File: config.mk
export PLATFORM = sky130hd
export DESIGN_NAME = dsa_seq
export DESIGN_NICKNAME = d
export VERILOG_FILES = /design/src/verilog/dsa_pkg.sv /design/src/verilog/dsa_seq.sv
export SDC_FILE = /design/constraint.sdc
export NUM_CORES = 1
export LEC_CHECK = 0
export BUFFER_PORTS_ARGS = -buffer_cell sky130_fd_sc_hd__buf_4
export CORE_MARGIN = 4
export CORE_UTILIZATION = 23
export DETAILED_ROUTE_END_ITERATION = 8
export HOLD_SLACK_MARGIN = 0.1
export SLEW_MARGIN = 20
export SYNTH_ARGS = -nofsm -noshare
export SYNTH_HDL_FRONTEND = slang
export SYNTH_SLANG_ARGS = --single-unit
File: constraint.sdc
create_clock -name core_clk_i -period 21.3 [get_ports core_clk_i]
set_input_delay 1.065 -clock core_clk_i [delete_from_list [all_inputs] [get_ports core_clk_i]]
set_output_delay 1.065 -clock core_clk_i [all_outputs]
set_load 0.05 [all_outputs]
File: src/verilog/dsa_pkg.sv
// Package for the delta-sigma decimator and conversion sequencer.
// Assumes a single 100 MHz core clock and a register port on the same clock.
package dsa_pkg;

    // Register offsets on the plain register port (byte addresses)
    localparam logic [3:0] DSA_REG_CTRL = 4'h0;
    localparam logic [3:0] DSA_REG_STAT = 4'h4;
    localparam logic [3:0] DSA_REG_MASK = 4'h8;
    localparam logic [3:0] DSA_REG_RES = 4'hC;

    // Control register fields
    localparam int DSA_CTRL_START = 0;
    localparam int DSA_CTRL_MODE_LO = 1;
    localparam int DSA_CTRL_RES_LO = 3;
    localparam int DSA_CTRL_EN = 5;

    // Status and mask bit positions
    localparam int DSA_ST_DONE = 0;
    localparam int DSA_ST_OVR = 1;
    localparam int DSA_ST_BUSY = 2;

    // Decimation ratio per resolution (modulator bits per conversion)
    localparam logic [15:0] DSA_OSR_8 = 16'h0010;
    localparam logic [15:0] DSA_OSR_12 = 16'h0040;
    localparam logic [15:0] DSA_OSR_16 = 16'h0100;
    localparam logic [15:0] DSA_OSR_20 = 16'h0400;
    localparam logic [15:0] DSA_OSR_20_TURBO = 16'h0100;

    // Conversions that only prime the filter before a valid result
    localparam logic [1:0] DSA_PRIME_CONV = 2'h3;

    // Width of the integrator chain: 4 * log2(max ratio) + 1
    localparam int DSA_ACC_W = 41;
    localparam int DSA_RES_W = 20;

    typedef enum logic [1:0] {
        DSA_MODE_SINGLE,
        DSA_MODE_CONT,
        DSA_MODE_MULTI,
        DSA_MODE_TURBO
    } dsa_mode_e;

    typedef enum logic [1:0] {
        DSA_BITS_8,
        DSA_BITS_12,
        DSA_BITS_16,
        DSA_BITS_20
    } dsa_bits_e;

    typedef enum {
        DSA_ST_IDLE,
        DSA_ST_RUN,
        DSA_ST_WAIT_READ
    } dsa_state_e;

    // Register port request
    typedef struct packed {
        logic [3:0] addr;
        logic [31:0] wdata;
        logic wr;
        logic rd;
    } dsa_req_s;

endpackage

File: src/verilog/dsa_seq.sv
// Delta-sigma decimator and conversion sequencer: sinc4 filter, four modes,
// result register, sticky status with interrupt.
// Assumes the modulator bit stream and its strobe come from another clock
// domain pin and are synchronised here; the register port is on core_clk_i.
//
// Behaviour
// - Resolution 8, 12, 16 or 20 bits is chosen, each with its own decimation ratio.
// - The one-bit modulator stream is decimated into a parallel result word.
// - The filter is four cascaded integrators followed by four combs (sinc4).
// - Each output word depends on the four latest conversion periods of the filter.
// - After an input switch, results are held invalid until the fourth conversion.
// - Four modes, each started by the start control bit or the trigger input.
// - Done status and done output stay set until the result is read.
// - Single mode waits for a trigger, runs four conversions, reports after the fourth.
// - Single mode returns to standby after the result is read and waits for a trigger.
// - Continuous mode primes for three conversions, then delivers every conversion.
// - Multi mode clears and re-primes the filter between samples.
// - Multi mode starts the next sample as soon as one is read out.
// - Turbo acts as multi up to 16 bits; at 20 bits it uses a quarter ratio, one reset.
`timescale 1ns/10ps
module dsa_seq
    import dsa_pkg::*;
(
    // Clock and reset
    input wire logic core_clk_i,
    input wire logic rst_n_i,
    // Register port
    input wire logic [3:0] reg_addr_i,
    input wire logic [31:0] reg_wdata_i,
    input wire logic reg_wr_i,
    input wire logic reg_rd_i,
    output logic [31:0] reg_rdata_o,
    // Modulator stream, trigger and mux switch notice
    input wire logic mod_bit_i,
    input wire logic mod_stb_i,
    input wire logic soc_i,
    input wire logic mux_switch_i,
    // Status outputs
    output logic eoc_o,
    output logic irq_o
);

    ////////////////////////////////////////////////////////////////////////////
    // Input synchronisers

    logic [3:0] sync1_q;
    logic [3:0] sync2_q;
    logic soc_prev_q;
    logic stb_prev_q;

    // All pins pass two flops; strobe and trigger edges also read a third flop
    always_ff @(posedge core_clk_i or negedge rst_n_i) begin
        if (!rst_n_i) begin
            sync1_q <= 4'h0;
            sync2_q <= 4'h0;
            soc_prev_q <= 1'b0;
            stb_prev_q <= 1'b0;
        end else begin
            sync1_q <= {mux_switch_i, soc_i, mod_stb_i, mod_bit_i};
            sync2_q <= sync1_q;
            soc_prev_q <= sync2_q[2];
            stb_prev_q <= sync2_q[1];
        end
    end

    wire logic mod_bit = sync2_q[0];
    wire logic mod_tick = sync2_q[1] & ~stb_prev_q;
    wire logic soc_rise = sync2_q[2] & ~soc_prev_q;
    wire logic mux_sw = sync2_q[3];

    ////////////////////////////////////////////////////////////////////////////
    // Register port decode

    dsa_req_s req;
    assign req = '{addr: reg_addr_i, wdata: reg_wdata_i, wr: reg_wr_i, rd: reg_rd_i};

    logic [5:0] ctrl_q;
    logic [2:0] stat_q;
    logic [2:0] mask_q;
    logic [DSA_RES_W-1:0] res_q;

    wire logic wr_ctrl = req.wr && (req.addr == DSA_REG_CTRL);
    wire logic wr_mask = req.wr && (req.addr == DSA_REG_MASK);
    wire logic rd_stat = req.rd && (req.addr == DSA_REG_STAT);
    wire logic rd_res = req.rd && (req.addr == DSA_REG_RES);
    wire logic sw_start = wr_ctrl && req.wdata[DSA_CTRL_START];
    wire dsa_mode_e mode = dsa_mode_e'(ctrl_q[DSA_CTRL_MODE_LO +: 2]);
    wire dsa_bits_e bits = dsa_bits_e'(ctrl_q[DSA_CTRL_RES_LO +: 2]);
    wire logic enabled = ctrl_q[DSA_CTRL_EN];
    wire logic trigger = sw_start | soc_rise;

    // Decimation ratio for the chosen resolution and mode
    function automatic logic [15:0] osr_of(input dsa_bits_e b, input dsa_mode_e m);
        case (b)
            DSA_BITS_8: osr_of = DSA_OSR_8;
            DSA_BITS_12: osr_of = DSA_OSR_12;
            DSA_BITS_16: osr_of = DSA_OSR_16;
            default: osr_of = (m == DSA_MODE_TURBO) ? DSA_OSR_20_TURBO : DSA_OSR_20;
        endcase
    endfunction

    // Shift a filter output down to the result width for a resolution
    function automatic logic [DSA_RES_W-1:0] scale(input logic [DSA_ACC_W-1:0] v,
                                                   input dsa_bits_e b, input dsa_mode_e m);
        case (b)
            DSA_BITS_8: scale = {12'h000, v[16:9]};
            DSA_BITS_12: scale = {8'h00, v[24:13]};
            DSA_BITS_16: scale = {4'h0, v[32:17]};
            default: scale = (m == DSA_MODE_TURBO) ? v[32:13] : v[40:21];
        endcase
    endfunction

    ////////////////////////////////////////////////////////////////////////////
    // Sinc4 decimator

    logic [DSA_ACC_W-1:0] integ_q [4];
    logic [DSA_ACC_W-1:0] comb_q [4];
    logic [DSA_ACC_W-1:0] comb_d [4];
    logic [15:0] phase_q;
    logic filt_clr;
    logic filt_run;

    wire logic [15:0] osr = osr_of(bits, mode);
    wire logic dump = filt_run && mod_tick && (phase_q == osr - 16'h0001);

    // Comb chain differences, evaluated at each dump
    always_comb begin
        comb_d[0] = integ_q[3] - comb_q[0];
        comb_d[1] = comb_d[0] - comb_q[1];
        comb_d[2] = comb_d[1] - comb_q[2];
        comb_d[3] = comb_d[2] - comb_q[3];
    end

    // Integrators run per modulator bit; combs hold the previous dump inputs
    always_ff @(posedge core_clk_i or negedge rst_n_i) begin
        if (!rst_n_i) begin
            integ_q <= '{default: '0};
            comb_q <= '{default: '0};
            phase_q <= 16'h0000;
        end else if (filt_clr) begin
            integ_q <= '{default: '0};
            comb_q <= '{default: '0};
            phase_q <= 16'h0000;
        end else if (filt_run && mod_tick) begin
            integ_q[0] <= integ_q[0] + {{(DSA_ACC_W-1){1'b0}}, mod_bit};
            integ_q[1] <= integ_q[1] + integ_q[0];
            integ_q[2] <= integ_q[2] + integ_q[1];
            integ_q[3] <= integ_q[3] + integ_q[2];
            phase_q <= dump ? 16'h0000 : phase_q + 16'h0001;
            if (dump) begin
                comb_q[0] <= integ_q[3];
                comb_q[1] <= comb_d[0];
                comb_q[2] <= comb_d[1];
                comb_q[3] <= comb_d[2];
            end
        end
    end

    ////////////////////////////////////////////////////////////////////////////
    // Conversion sequencer

    dsa_state_e state_q;
    dsa_state_e state_d;
    logic [1:0] prime_q;
    logic [1:0] prime_d;
    logic deliver;
    wire logic primed = (prime_q == DSA_PRIME_CONV);
    wire logic res_read = rd_res && stat_q[DSA_ST_DONE];

    // Next state; triggers are only seen in standby
    always_comb begin
        state_d = state_q;
        prime_d = prime_q;
        filt_clr = 1'b0;
        filt_run = 1'b0;
        deliver = 1'b0;
        case (state_q)
            DSA_ST_IDLE: begin
                filt_clr = 1'b1;
                prime_d = 2'h0;
                if (enabled && trigger) begin
                    state_d = DSA_ST_RUN;
                end
            end
            DSA_ST_RUN: begin
                filt_run = 1'b1;
                if (mux_sw) begin
                    prime_d = 2'h0;
                end else if (dump) begin
                    if (!primed) begin
                        prime_d = prime_q + 2'h1;
                    end else begin
                        deliver = 1'b1;
                        if (mode != DSA_MODE_CONT) begin
                            state_d = DSA_ST_WAIT_READ;
                        end
                    end
                end
                if (!enabled) begin
                    state_d = DSA_ST_IDLE;
                end
            end
            DSA_ST_WAIT_READ: begin
                filt_clr = 1'b1;
                prime_d = 2'h0;
                if (res_read || !enabled) begin
                    if (enabled && (mode == DSA_MODE_MULTI || mode == DSA_MODE_TURBO)) begin
                        state_d = DSA_ST_RUN;
                    end else begin
                        state_d = DSA_ST_IDLE;
                    end
                end
            end
            default: state_d = DSA_ST_IDLE;
        endcase
    end

    // Sequencer state
    always_ff @(posedge core_clk_i or negedge rst_n_i) begin
        if (!rst_n_i) begin
            state_q <= DSA_ST_IDLE;
            prime_q <= 2'h0;
        end else begin
            state_q <= state_d;
            prime_q <= prime_d;
        end
    end

    ////////////////////////////////////////////////////////////////////////////
    // Registers, status and interrupt

    // Set wins over the read-clear so no conversion event is lost
    wire logic done_set = deliver;
    wire logic ovr_set = deliver && stat_q[DSA_ST_DONE] && !res_read;
    wire logic [2:0] stat_d = {state_q != DSA_ST_IDLE,
                               ovr_set | (stat_q[DSA_ST_OVR] & ~rd_stat),
                               done_set | (stat_q[DSA_ST_DONE] & ~res_read)};

    always_ff @(posedge core_clk_i or negedge rst_n_i) begin
        if (!rst_n_i) begin
            ctrl_q <= 6'h00;
            mask_q <= 3'h0;
            stat_q <= 3'h0;
            res_q <= '0;
        end else begin
            if (wr_ctrl) begin
                ctrl_q <= {req.wdata[DSA_CTRL_EN:DSA_CTRL_MODE_LO], 1'b0};
            end
            if (wr_mask) begin
                mask_q <= req.wdata[2:0];
            end
            stat_q <= stat_d;
            if (deliver) begin
                res_q <= scale(comb_d[3], bits, mode);
            end
        end
    end

    // Read mux and registered outputs
    logic [31:0] rdata_d;
    always_comb begin
        case (req.addr)
            DSA_REG_CTRL: rdata_d = {26'h0, ctrl_q};
            DSA_REG_STAT: rdata_d = {29'h0, stat_q};
            DSA_REG_MASK: rdata_d = {29'h0, mask_q};
            DSA_REG_RES: rdata_d = {12'h000, res_q};
            default: rdata_d = 32'h0000_0000;
        endcase
    end

    always_ff @(posedge core_clk_i or negedge rst_n_i) begin
        if (!rst_n_i) begin
            reg_rdata_o <= 32'h0000_0000;
            eoc_o <= 1'b0;
            irq_o <= 1'b0;
        end else begin
            reg_rdata_o <= req.rd ? rdata_d : 32'h0000_0000;
            eoc_o <= stat_d[DSA_ST_DONE];
            irq_o <= |(stat_d[1:0] & mask_q[1:0]);
        end
    end

endmodule // dsa_seq

Word level (Yosys, flattened, before mapping)

Index checks and enable logic that the tools add are counted.

Eq/ne operators: 20
Add/subtract/negate cells: 11
Div/mod/pow operators: 0
Reduce and logical (&&, ||, !) cells: 28
Shifts and indexed selects: 0
Muxes and demuxes: 33
Bitwise gates (word level): 12
$lt $le $gt $ge: 0
Multiply operators: 0

Operators with widths:

| kind                                                                 | number |
|---|---|
| 164-bit two-way mux                                                  | 5 |
| 32-bit two-way mux                                                   | 7 |
| 41-bit subtractor                                                    | 4 |
| 41-bit adder                                                         | 3 |
| 32-bit case mux with 3 select lines                                  | 1 |
| 20-bit case mux with 4 select lines                                  | 1 |
| 20-bit case mux with 3 select lines                                  | 1 |
| 16-bit two-way mux                                                   | 3 |
| 41-bit by 1-bit adder with 41-bit output                             | 1 |
| 20-bit two-way mux                                                   | 2 |
| 11-bit case mux with 3 select lines                                  | 1 |
| 32-bit by 1-bit == test with 1-bit output, second input constant     | 1 |
| 32-bit by 2-bit == test with 1-bit output, second input constant     | 1 |
| 32-bit logical NOT                                                   | 1 |
| 32-bit nonzero test                                                  | 1 |
| 3-bit inequality test, second input constant                         | 6 |
| 16-bit by 1-bit adder with 16-bit output, second input constant      | 1 |
| 16-bit == test                                                       | 1 |
| 16-bit by 1-bit subtractor with 16-bit output, second input constant | 1 |
| 1-bit logical AND                                                    | 12 |
| 11-bit two-way mux                                                   | 1 |
| 2-bit == test, second input constant                                 | 4 |
| 4-bit == test, second input constant                                 | 2 |
| 1-bit two-way mux                                                    | 7 |
| 20 further kinds                                                     | 36 |

Memories kept: 0
Bits in latches: 0
Bits in registers: 441
Logic and storage cells: 126
Bits in read-only memories: 0
Memory bits (writable): 0
Output and inout port bits: 34

Longest topological paths before layout

Gate-level depths: netlist (run 1).

Word-level depth: 14
Gate-level depth with buffers: 46
Mapped depth without buffers: 45

Worst setup path before layout (run 1)

No wires, ideal clock.

Path kind: register to register
Start: register integ_q[0] (netlist bit)
End: register res_q[19]
Library setup time: 0.121 ns
Arrival time: 8.194 ns
Period minus slack after synthesis: 8.315 ns
Stages on the path, launching flop included: 42
Buffers on the path: 0
Required time: 21.179 ns
Path slack: 12.985 ns
Cells stage by stage: dfrtp_1 -> inv_1 -> ha_1 -> inv_1 -> fa_1 -> a211oi_1 -> o211ai_2 -> a41oi_2 -> o21bai_1 -> a211oi_1 -> nor2_1 -> ha_1 -> a21o_1 -> a21oi_1 -> o21ai_0 -> o21a_1 -> o21a_1 -> o21a_1 -> (+6 left out) -> a221oi_1 -> o21ai_1 -> a21boi_1 -> nor2_1 -> o311ai_1 -> ha_1 -> o21a_1 -> o21a_1 -> o211ai_1 -> o311ai_0 -> a311oi_2 -> a31oi_1 -> o41a_1 -> a21oi_1 -> o21bai_1 -> xnor3_1 -> nor2_1 -> o21ai_1

Word-level cells in the longest chain between the ends: 6

RTL lines:

| what                                | line           | text |
|---|---|---|
| from (decl)                         | dsa_seq.sv:116 | `logic [DSA_ACC_W-1:0] integ_q [4];` |
| 41-bit subtractor                   | dsa_seq.sv:128 | `comb_d[0] = integ_q[3] - comb_q[0];` |
| 41-bit subtractor                   | dsa_seq.sv:129 | `comb_d[1] = comb_d[0] - comb_q[1];` |
| 41-bit subtractor                   | dsa_seq.sv:130 | `comb_d[2] = comb_d[1] - comb_q[2];` |
| 41-bit subtractor                   | dsa_seq.sv:131 | `comb_d[3] = comb_d[2] - comb_q[3];` |
| 20-bit two-way mux                  | dsa_seq.sv:109 | `default: scale = (m == DSA_MODE_TURBO) ? v[32:13] : v[40:21];` |
| 20-bit case mux with 3 select lines | dsa_seq.sv:105 | `case (b)` |
| to (signal assigned)                | dsa_seq.sv:254 | `res_q <= scale(comb_d[3], bits, mode);` |
| to (decl)                           | dsa_seq.sv:80  | `logic [DSA_RES_W-1:0] res_q;` |

Every way passes these cells.
A chain may end at the register's enable or synchronous reset.

Worst setup path in the final report (run 1)

Same ends and word-level chain as after synthesis.

==> results of run 1 <==
sequential cells by signal (all words and copies together) (netlist names):
register and cells:
integ_q 164, irq_o 1, soc_prev_q 1, sync1_q 4, comb_q 164, phase_q 16, mask_q 3, prime_q 2
ctrl_q 5, stat_q 3, sync2_q 4, res_q 20, stb_prev_q 1, state_q 2, reg_rdata_o 20
synth_stat cells, types with 13 or more instances:
cell / number
a211oi_1: 24
a21boi_0: 33
a21o_1: 173
a21oi_1: 248
a31oi_1: 26
and2_1: 108
and3_1: 56
buf_1: 13
clkbuf_1: 110
dfrtp_1: 410
ha_1: 283
inv_1: 231
nand2_1: 604
nand2b_1: 31
nand3_1: 212
nand4_1: 43
nor2_1: 163
nor2b_1: 49
nor3_1: 42
o211ai_1: 21
o21a_1: 35
o21ai_0: 241
o21bai_1: 33
or3_1: 13
xnor2_1: 154
xor2_1: 124
critical path: cells and delay by family, from the launching register on:
family	cells	cell delay (ns)
buffers and inverters	2	0.15
flip-flops	1	0.39
XOR/XNOR	2	0.39
AND/OR/NAND/NOR	6	0.98
AO/OA/AOI/OAI	26	6.14
adder cells (fa/ha/maj)	5	1.71
final timing paths:
kind,from,endpoint,cells after the start
max,integ_q[0],res_q[19],41
min,sync1_q[1],sync2_q[1],0
max reg2reg,integ_q[0],res_q[19],41
min reg2reg,sync1_q[1],sync2_q[1],0
max in group asynchronous,rst_n_i,integ_q[97],3
min in group asynchronous,rst_n_i,reg_rdata_o[7],1
cell type report:
cell class	instances	area [µm²]	area share [%]
flip-flops and latches	410	10260	29.55
clock buffers	64	1353	3.894
inverters	232	870.8	2.507
diodes	1	2.502	0.007204
well taps	1768	2212	6.368
repair buffers	56	452.9	1.304
multi-input cells	2956	19310	55.58
clock inverters	22	275.3	0.7924
layer usage:
metal  share of wire, %  vias up  GRT usage [%]  wire (µm)
li1                   -    13005              -          -
met1                 50    11326          13.54      35720
met2                 45      289          16.37      31680
met3                2.9      106          1.366       2068
met4                2.2        0          2.468       1565
met5                  0        -              0          0
report_power, final:
part           internal (mW)  leakage (nW)  switching, mW
clock                  0.509         0.794          0.352
combinational          0.920          10.1           1.34
sequential             0.786          5.69         0.0103
total                   2.21          16.6           1.70
logic make-up after synthesis:
family          synth area share, %
compound gates                20.68
flops                         33.18
xor+xnor                      8.024
mux                          0.8417
fa+ha+maj                     11.84
buf+inv                       4.617
other cells                 0.01213
simple gates                  20.80
==> results by group, run 1 <==
Worst setup path
  – Max stage delay on crit path: slightly below 0.7 ns
  – Crit. End Element: register
  – Crit path max fanout: 6
  – Setup Crit Path Kind: register to register
  – R2r setup slk: 11.40 ns
  – Crit start category: register
  – CP most frequent cell: o21a_1
  – WP data arrival: approximately 10 ns
  – CP required: roughly 22 ns
  – Critical Path Slowest Stage Cell: a221oi_1

GRT
  – Vias in the first global route: 23975
  – First-pass GRT wire length: ~120000 µm
  – Total GRT Usage: about a tenth
  – Remaining global-route overflow: 0
  – Initial antenna violation count: 0
  – Largest net degree at the start of global routing: about 160

Clock tree
  – CTS tree: yes
  – Sink Count: 410
  – Clk buf depth: 3
  – Post CTS Setup Buffer Count: 0
  – Cts hold-fix bufs: 0
  – Clock-pin slew on the worst setup and hold paths: roughly 0.070 ns
  – H-Tree Level Count: 2
  – Post-CTS sizing: 0
  – Worst skew pair latency: between 0.6 and 0.7 ns
  – Root buf cell: clkbuf_16
  – CTS buffer count: 48

Place
  – Port bufs: 39
  – Placed Instances: between 5000 and 6000
  – Pre-CTS setup slack: between 10 and 15 ns
  – DP Area: around 33000 µm²
  – Routability Congestion: 0.8448
  – Dpl hpwl: about 50000 µm

Outcome
  – Status: finished clean

Power
  – PD cells: roughly 110 nW/µm²
  – LEAKAGE: approximately 17 nW
  – Total power: 3.917 mW
  – Max VDD drop: slightly below 0.1 mV

Drt
  – Via density: 4.488
  – Drt pass-1 iters: 5
  – Routed wire length per instance: approximately 13 µm
  – DRT antenna net count: 0
  – Total wire length: 71030 µm
  – Vias: 24726
  – Drt drc: 0
  – First DRT Iteration DRCs: about 1200

STA
  – Layout Skew: approximately 0.026 ns
  – Final Setup Violations: 0
  – Setup TNS: 0 ns
  – Fin crit period: 9.902 ns
  – Max Fclk: 101.0 MHz
  – Unrepaired setup endpoints after global routing: no
  – WHS: around 0.35 ns
  – Final Hold Fails: 0
  – Worst Max-Slew Pin Slew: around 1.1 ns
  – Period utilization: 46.49%
  – Max-slew violation count: 0
  – Setup WS post-layout: about 11 ns
  – Worst slew margin: 28.11%

Synth
  – Largest cells by area after synthesis: dfrtp_1, ha_1, nand2_1
  – Warnings from Yosys: 0
  – Mapped Cells: roughly 3700
  – Leading area contributor after synthesis: dfrtp_1
  – Post-synth EDFFs: 0
  – Post-Syn Area per Cell: just over 8 µm²
  – Primary FF master, synth: dfrtp_1
  – Sequential share of the synthesized area: 33.18%
  – Synthesized area: between 30000 and 40000 µm²
  – Async SR Flop Fraction: 100.0%
  – Flops & latches, synth: around 400
  – Post-synth top area share: about a third
  – Count of different cell masters after synthesis: between 100 and 150

Finish
  – Post-Layout Cell Count: ~5500
  – Layout cells sized above 1: under 10%
  – Commonest non-fill, non-tap cell in the layout: nand2_1
  – Nets@finish: between 4000 and 5000
  – Area Overhead vs Synth: 12.35%
  – Final instance area: around 35000 µm²
  – Fillers: between 10000 and 15000
  – Most frequent cells in the layout: nand2_1, dfrtp_1, ha_1, a21oi_1, o21ai_0
  – Final core occ: a little over a quarter

Min path
  – Worst min path class: register to register

Die
  – Core Region: roughly 130000 µm²
  – I/O pins: between 70 and 80
  – Die footprint: about 140000 µm²
  – Rows: between 100 and 150
  – Chip width: approximately 370 µm
  – Initial Utilization: a little under a quarter
  – Die Height: 374.7 µm

Flow run
  – Maxcap violations: 0
Note: power is estimated with default switching activity, not from simulation.
==> run 2, diff against run 1 <==
--- a/config.mk
+++ b/config.mk
@@ -5,6 +5,7 @@
 export SDC_FILE = /design/constraint.sdc
 export NUM_CORES = 1
 export LEC_CHECK = 0
+export ABC_AREA = 1
 export BUFFER_PORTS_ARGS = -buffer_cell sky130_fd_sc_hd__buf_4
 export CORE_MARGIN = 4
 export CORE_UTILIZATION = 23
==> constraint.sdc (replaced) <==
create_clock -name core_clk_i -period 8.51 [get_ports core_clk_i]
set_input_delay 0.4255 -clock core_clk_i [delete_from_list [all_inputs] [get_ports core_clk_i]]
set_output_delay 0.4255 -clock core_clk_i [all_outputs]
set_load 0.05 [all_outputs]
==> results by group, run 2 <==
Synth
  – Synthesized area: approximately 33000 µm²
  – Post-Syn Area per Cell: between 7 and 8 µm²
  – Primary FF master, synth: dfrtp_1
  – Commonest cells post-synth: nand2_1, inv_1, a21oi_1
  – Async SR Flop Fraction: 100.0%
  – Warnings from Yosys: 0
  – Post-synth EDFFs: 0
  – Flops & latches, synth: around 400
  – Compound-Gate Fraction of Synth Area: 22.25%
  – Largest family of logic cells by synthesized area: simple AND/OR/NAND/NOR gates
  – Post-synth top area share: a little under a third
  – Largest cells by area after synthesis: dfrtp_1, nand2_1, ha_1
  – Xor and xnor area share after synthesis: roughly 3.9%
  – Most common cell in the synthesized netlist: nand2_1
  – Post-Synth Simple-Gate Area: between 20% and 30%
  – Adder-cell share of the synthesized area: 11.00%
  – Leading area contributor after synthesis: dfrtp_1
  – Sequential share of the synthesized area: 30.83%
  – Multiplexer area fraction after synthesis: 0.1579%
  – Mapped Cells: between 4000 and 5000
  – Count of different cell masters after synthesis: 74

Power
  – LEAKAGE: roughly 19 nW
  – Comb pwr share: between 20% and 30%
  – Switching Fraction: approximately a third
  – Internal power: ~3.5 mW
  – Sequential power share: roughly 38%
  – Clock network power share: between 40% and 50%
  – Max VDD drop: 0.1328 mV
  – PD cells: about 140 nW/µm²
  – Switch Pwr: ~1.8 mW

Worst setup path
  – CP most frequent cell: nand2_1
  – FF-to-FF End: res_q[19]
  – Max stage delay on crit path: approximately 0.5 ns
  – Crit. End Element: register
  – CP required: between 9 and 10 ns
  – FF-to-FF path depth: between 40 and 50
  – Setup Crit Path Kind: register to register
  – Worst r2r src: integ_q[0]
  – Crit start category: register
  – WP data arrival: approximately 8.2 ns
  – Crit path max fanout: 6
  – Critical Path Slowest Stage Cell: fa_1
  – R2r setup slk: roughly 0.8 ns

GRT
  – Vias in the first global route: 30336
  – Largest net degree at the start of global routing: 137
  – Initial antenna violation count: 0
  – Remaining global-route overflow: 0
  – First-pass GRT wire length: 160400 µm
  – Total GRT Usage: 12.81%

STA
  – Max Fclk: around 130 MHz
  – Unrepaired setup endpoints after global routing: no
  – Fin crit period: about 7.7 ns
  – Setup TNS: 0 ns
  – Final Hold Fails: 0
  – Worst Max-Slew Pin Slew: about 0.94 ns
  – Max-slew violation count: 0
  – Worst slew margin: 37.55%
  – Layout Skew: roughly 0.042 ns
  – Final Setup Violations: 0
  – Period utilization: approximately nine tenths

Outcome
  – Status: finished clean

Clock tree
  – CTS tree: yes
  – Clock-pin slew on the worst setup and hold paths: approximately 0.060 ns
  – Sink Count: between 400 and 500
  – Clk buf depth: 3
  – Root buf cell: clkbuf_16
  – CTS buffer count: between 40 and 50
  – Post CTS Setup Buffer Count: 0
  – H-Tree Level Count: 2
  – Worst skew pair latency: around 0.63 ns

Drt
  – Routed wire length per instance: 14.84 µm
  – DRT antenna net count: 0
  – Drt pass-1 iters: 5
  – Via density: approximately 4.7
  – Vias: approximately 31000
  – First DRT Iteration DRCs: 2036
  – Drt drc: 0
  – Total wire length: ~100000 µm

Die
  – Initial Utilization: approximately 23%
  – Die Height: between 300 and 400 µm
  – Rows: 139
  – Chip width: 388.4 µm
  – I/O pins: 78
  – Core Region: 143700 µm²
  – Die footprint: around 150000 µm²

Finish
  – Commonest non-fill, non-tap cell in the layout: nand2_1
  – Final instance area: 37480 µm²
  – Post-Layout Cell Count: 6707
  – Final core occ: a little over a quarter
  – Area Overhead vs Synth: 12.64%
  – Top Registers: comb_q (164), integ_q (164)
  – Most frequent cells in the layout: nand2_1, inv_1, a21oi_1, nor2_1, o21ai_0
  – Nets@finish: 5100
  – Number of diodes: 0
  – Layout cells sized above 1: about 5%

Place
  – DP Area: 35730 µm²
  – Port bufs: 39
  – Routability Congestion: just over 0.9
  – Placed Instances: ~6600
  – Dpl hpwl: 77770 µm

Min path
  – Worst Hold Endpoint: reg_rdata_o[4]
  – WHS Path Cells: 4
  – Worst hold path startpoint: reg_addr_i[2]
  – Worst min path class: input pin to register

Flow run
  – Maxcap violations: 0
==> run 2: how the worst max path moves through the flow <==
stage | end | slack, ns | from
after floorplan | res_q[19] | 2.37 | integ_q[2]
after global placement | res_q[19] | 0.88 | integ_q[0]
after detailed placement | res_q[19] | 0.77 | integ_q[0]
after CTS | res_q[19] | 0.73 | integ_q[0]
after global routing | res_q[19] | 0.03 | integ_q[0]
final | res_q[19] | 0.79 | integ_q[0]
==> run 2: power groups by stage <==
stage | combinational [mW] | clock, mW | sequential, mW
floorplan | 0.744 | 0 | 2.03
global placement | 1.11 | 0 | 2.03
detailed placement | 1.11 | 0 | 2.04
CTS | 1.12 | 2.21 | 2.00
global route | 1.24 | 2.29 | 2.00
finish | 1.12 | 2.14 | 2.00
==> run 2: routing by layer <==
layer / vias to the layer above / global-route usage [%] / routed length (µm)
met2: 600 / 21.12 / 44830
met3: 173 / 1.440 / 3521
li1: 15973 / - / -
met4: 0 / 3.905 / 3232
met1: 14480 / 17.58 / 47920
met5: - / 0 / 0
==> run 2: area by class of cell <==
| cell class | instances | area [µm²] |
|---|---|---|
| Sequential cell | 410 | 10260 |
| Timing Repair Buffer | 70 | 579.3 |
| Tap cell | 1903 | 2381 |
| Multi-Input combinational cell | 3518 | 19950 |
| Inverter | 719 | 2701 |
| Clock buffer | 67 | 1364 |
| Clock inverter | 20 | 245.2 |
| Fill cell | 16014 | 106200 |
==> run 2: critical path, delay by kind of cell (launching register included) <==
| kind | cells | cell delay, ns |
|---|---|---|
| AOI/OAI and AO/OA | 11 | 1.87 |
| xor gates and xnor gates | 4 | 0.75 |
| adders and majority gates | 5 | 1.78 |
| buffers and inverters | 2 | 0.17 |
| DFF | 1 | 0.38 |
| and+or+nand+nor | 20 | 2.64 |
==> run 2: kinds of logic after synthesis <==
logic type      Yosys count
other cells               1
buf+inv                 815
simple gates           1775
compound gates         1291
xor+xnor                146
mux                       5
fa+ha+maj               289
flops                   410
==> run 2: repair_timing <==
| action | in CTS | in global routing |
|---|---|---|
| gates resized for setup | 0 | 2 |
| setup endpoints to repair | 0 | 1 |
| hold buffers | 12 | 0 |
| endpoints found under the hold margin | 104 | 0 |
==> run 2: per-stage QoR <==
stage	setup WS [ns]	hold slack, ns	power, mW
after detailed placement	0.7728	0.3347	3.147
after floorplan	2.365	0.1299	2.777
after global placement	0.8763	0.3337	3.140
final	0.7868	0.1805	5.267
after global routing	0.02829	0.1977	5.533
after CTS	0.7320	0.1367	5.331
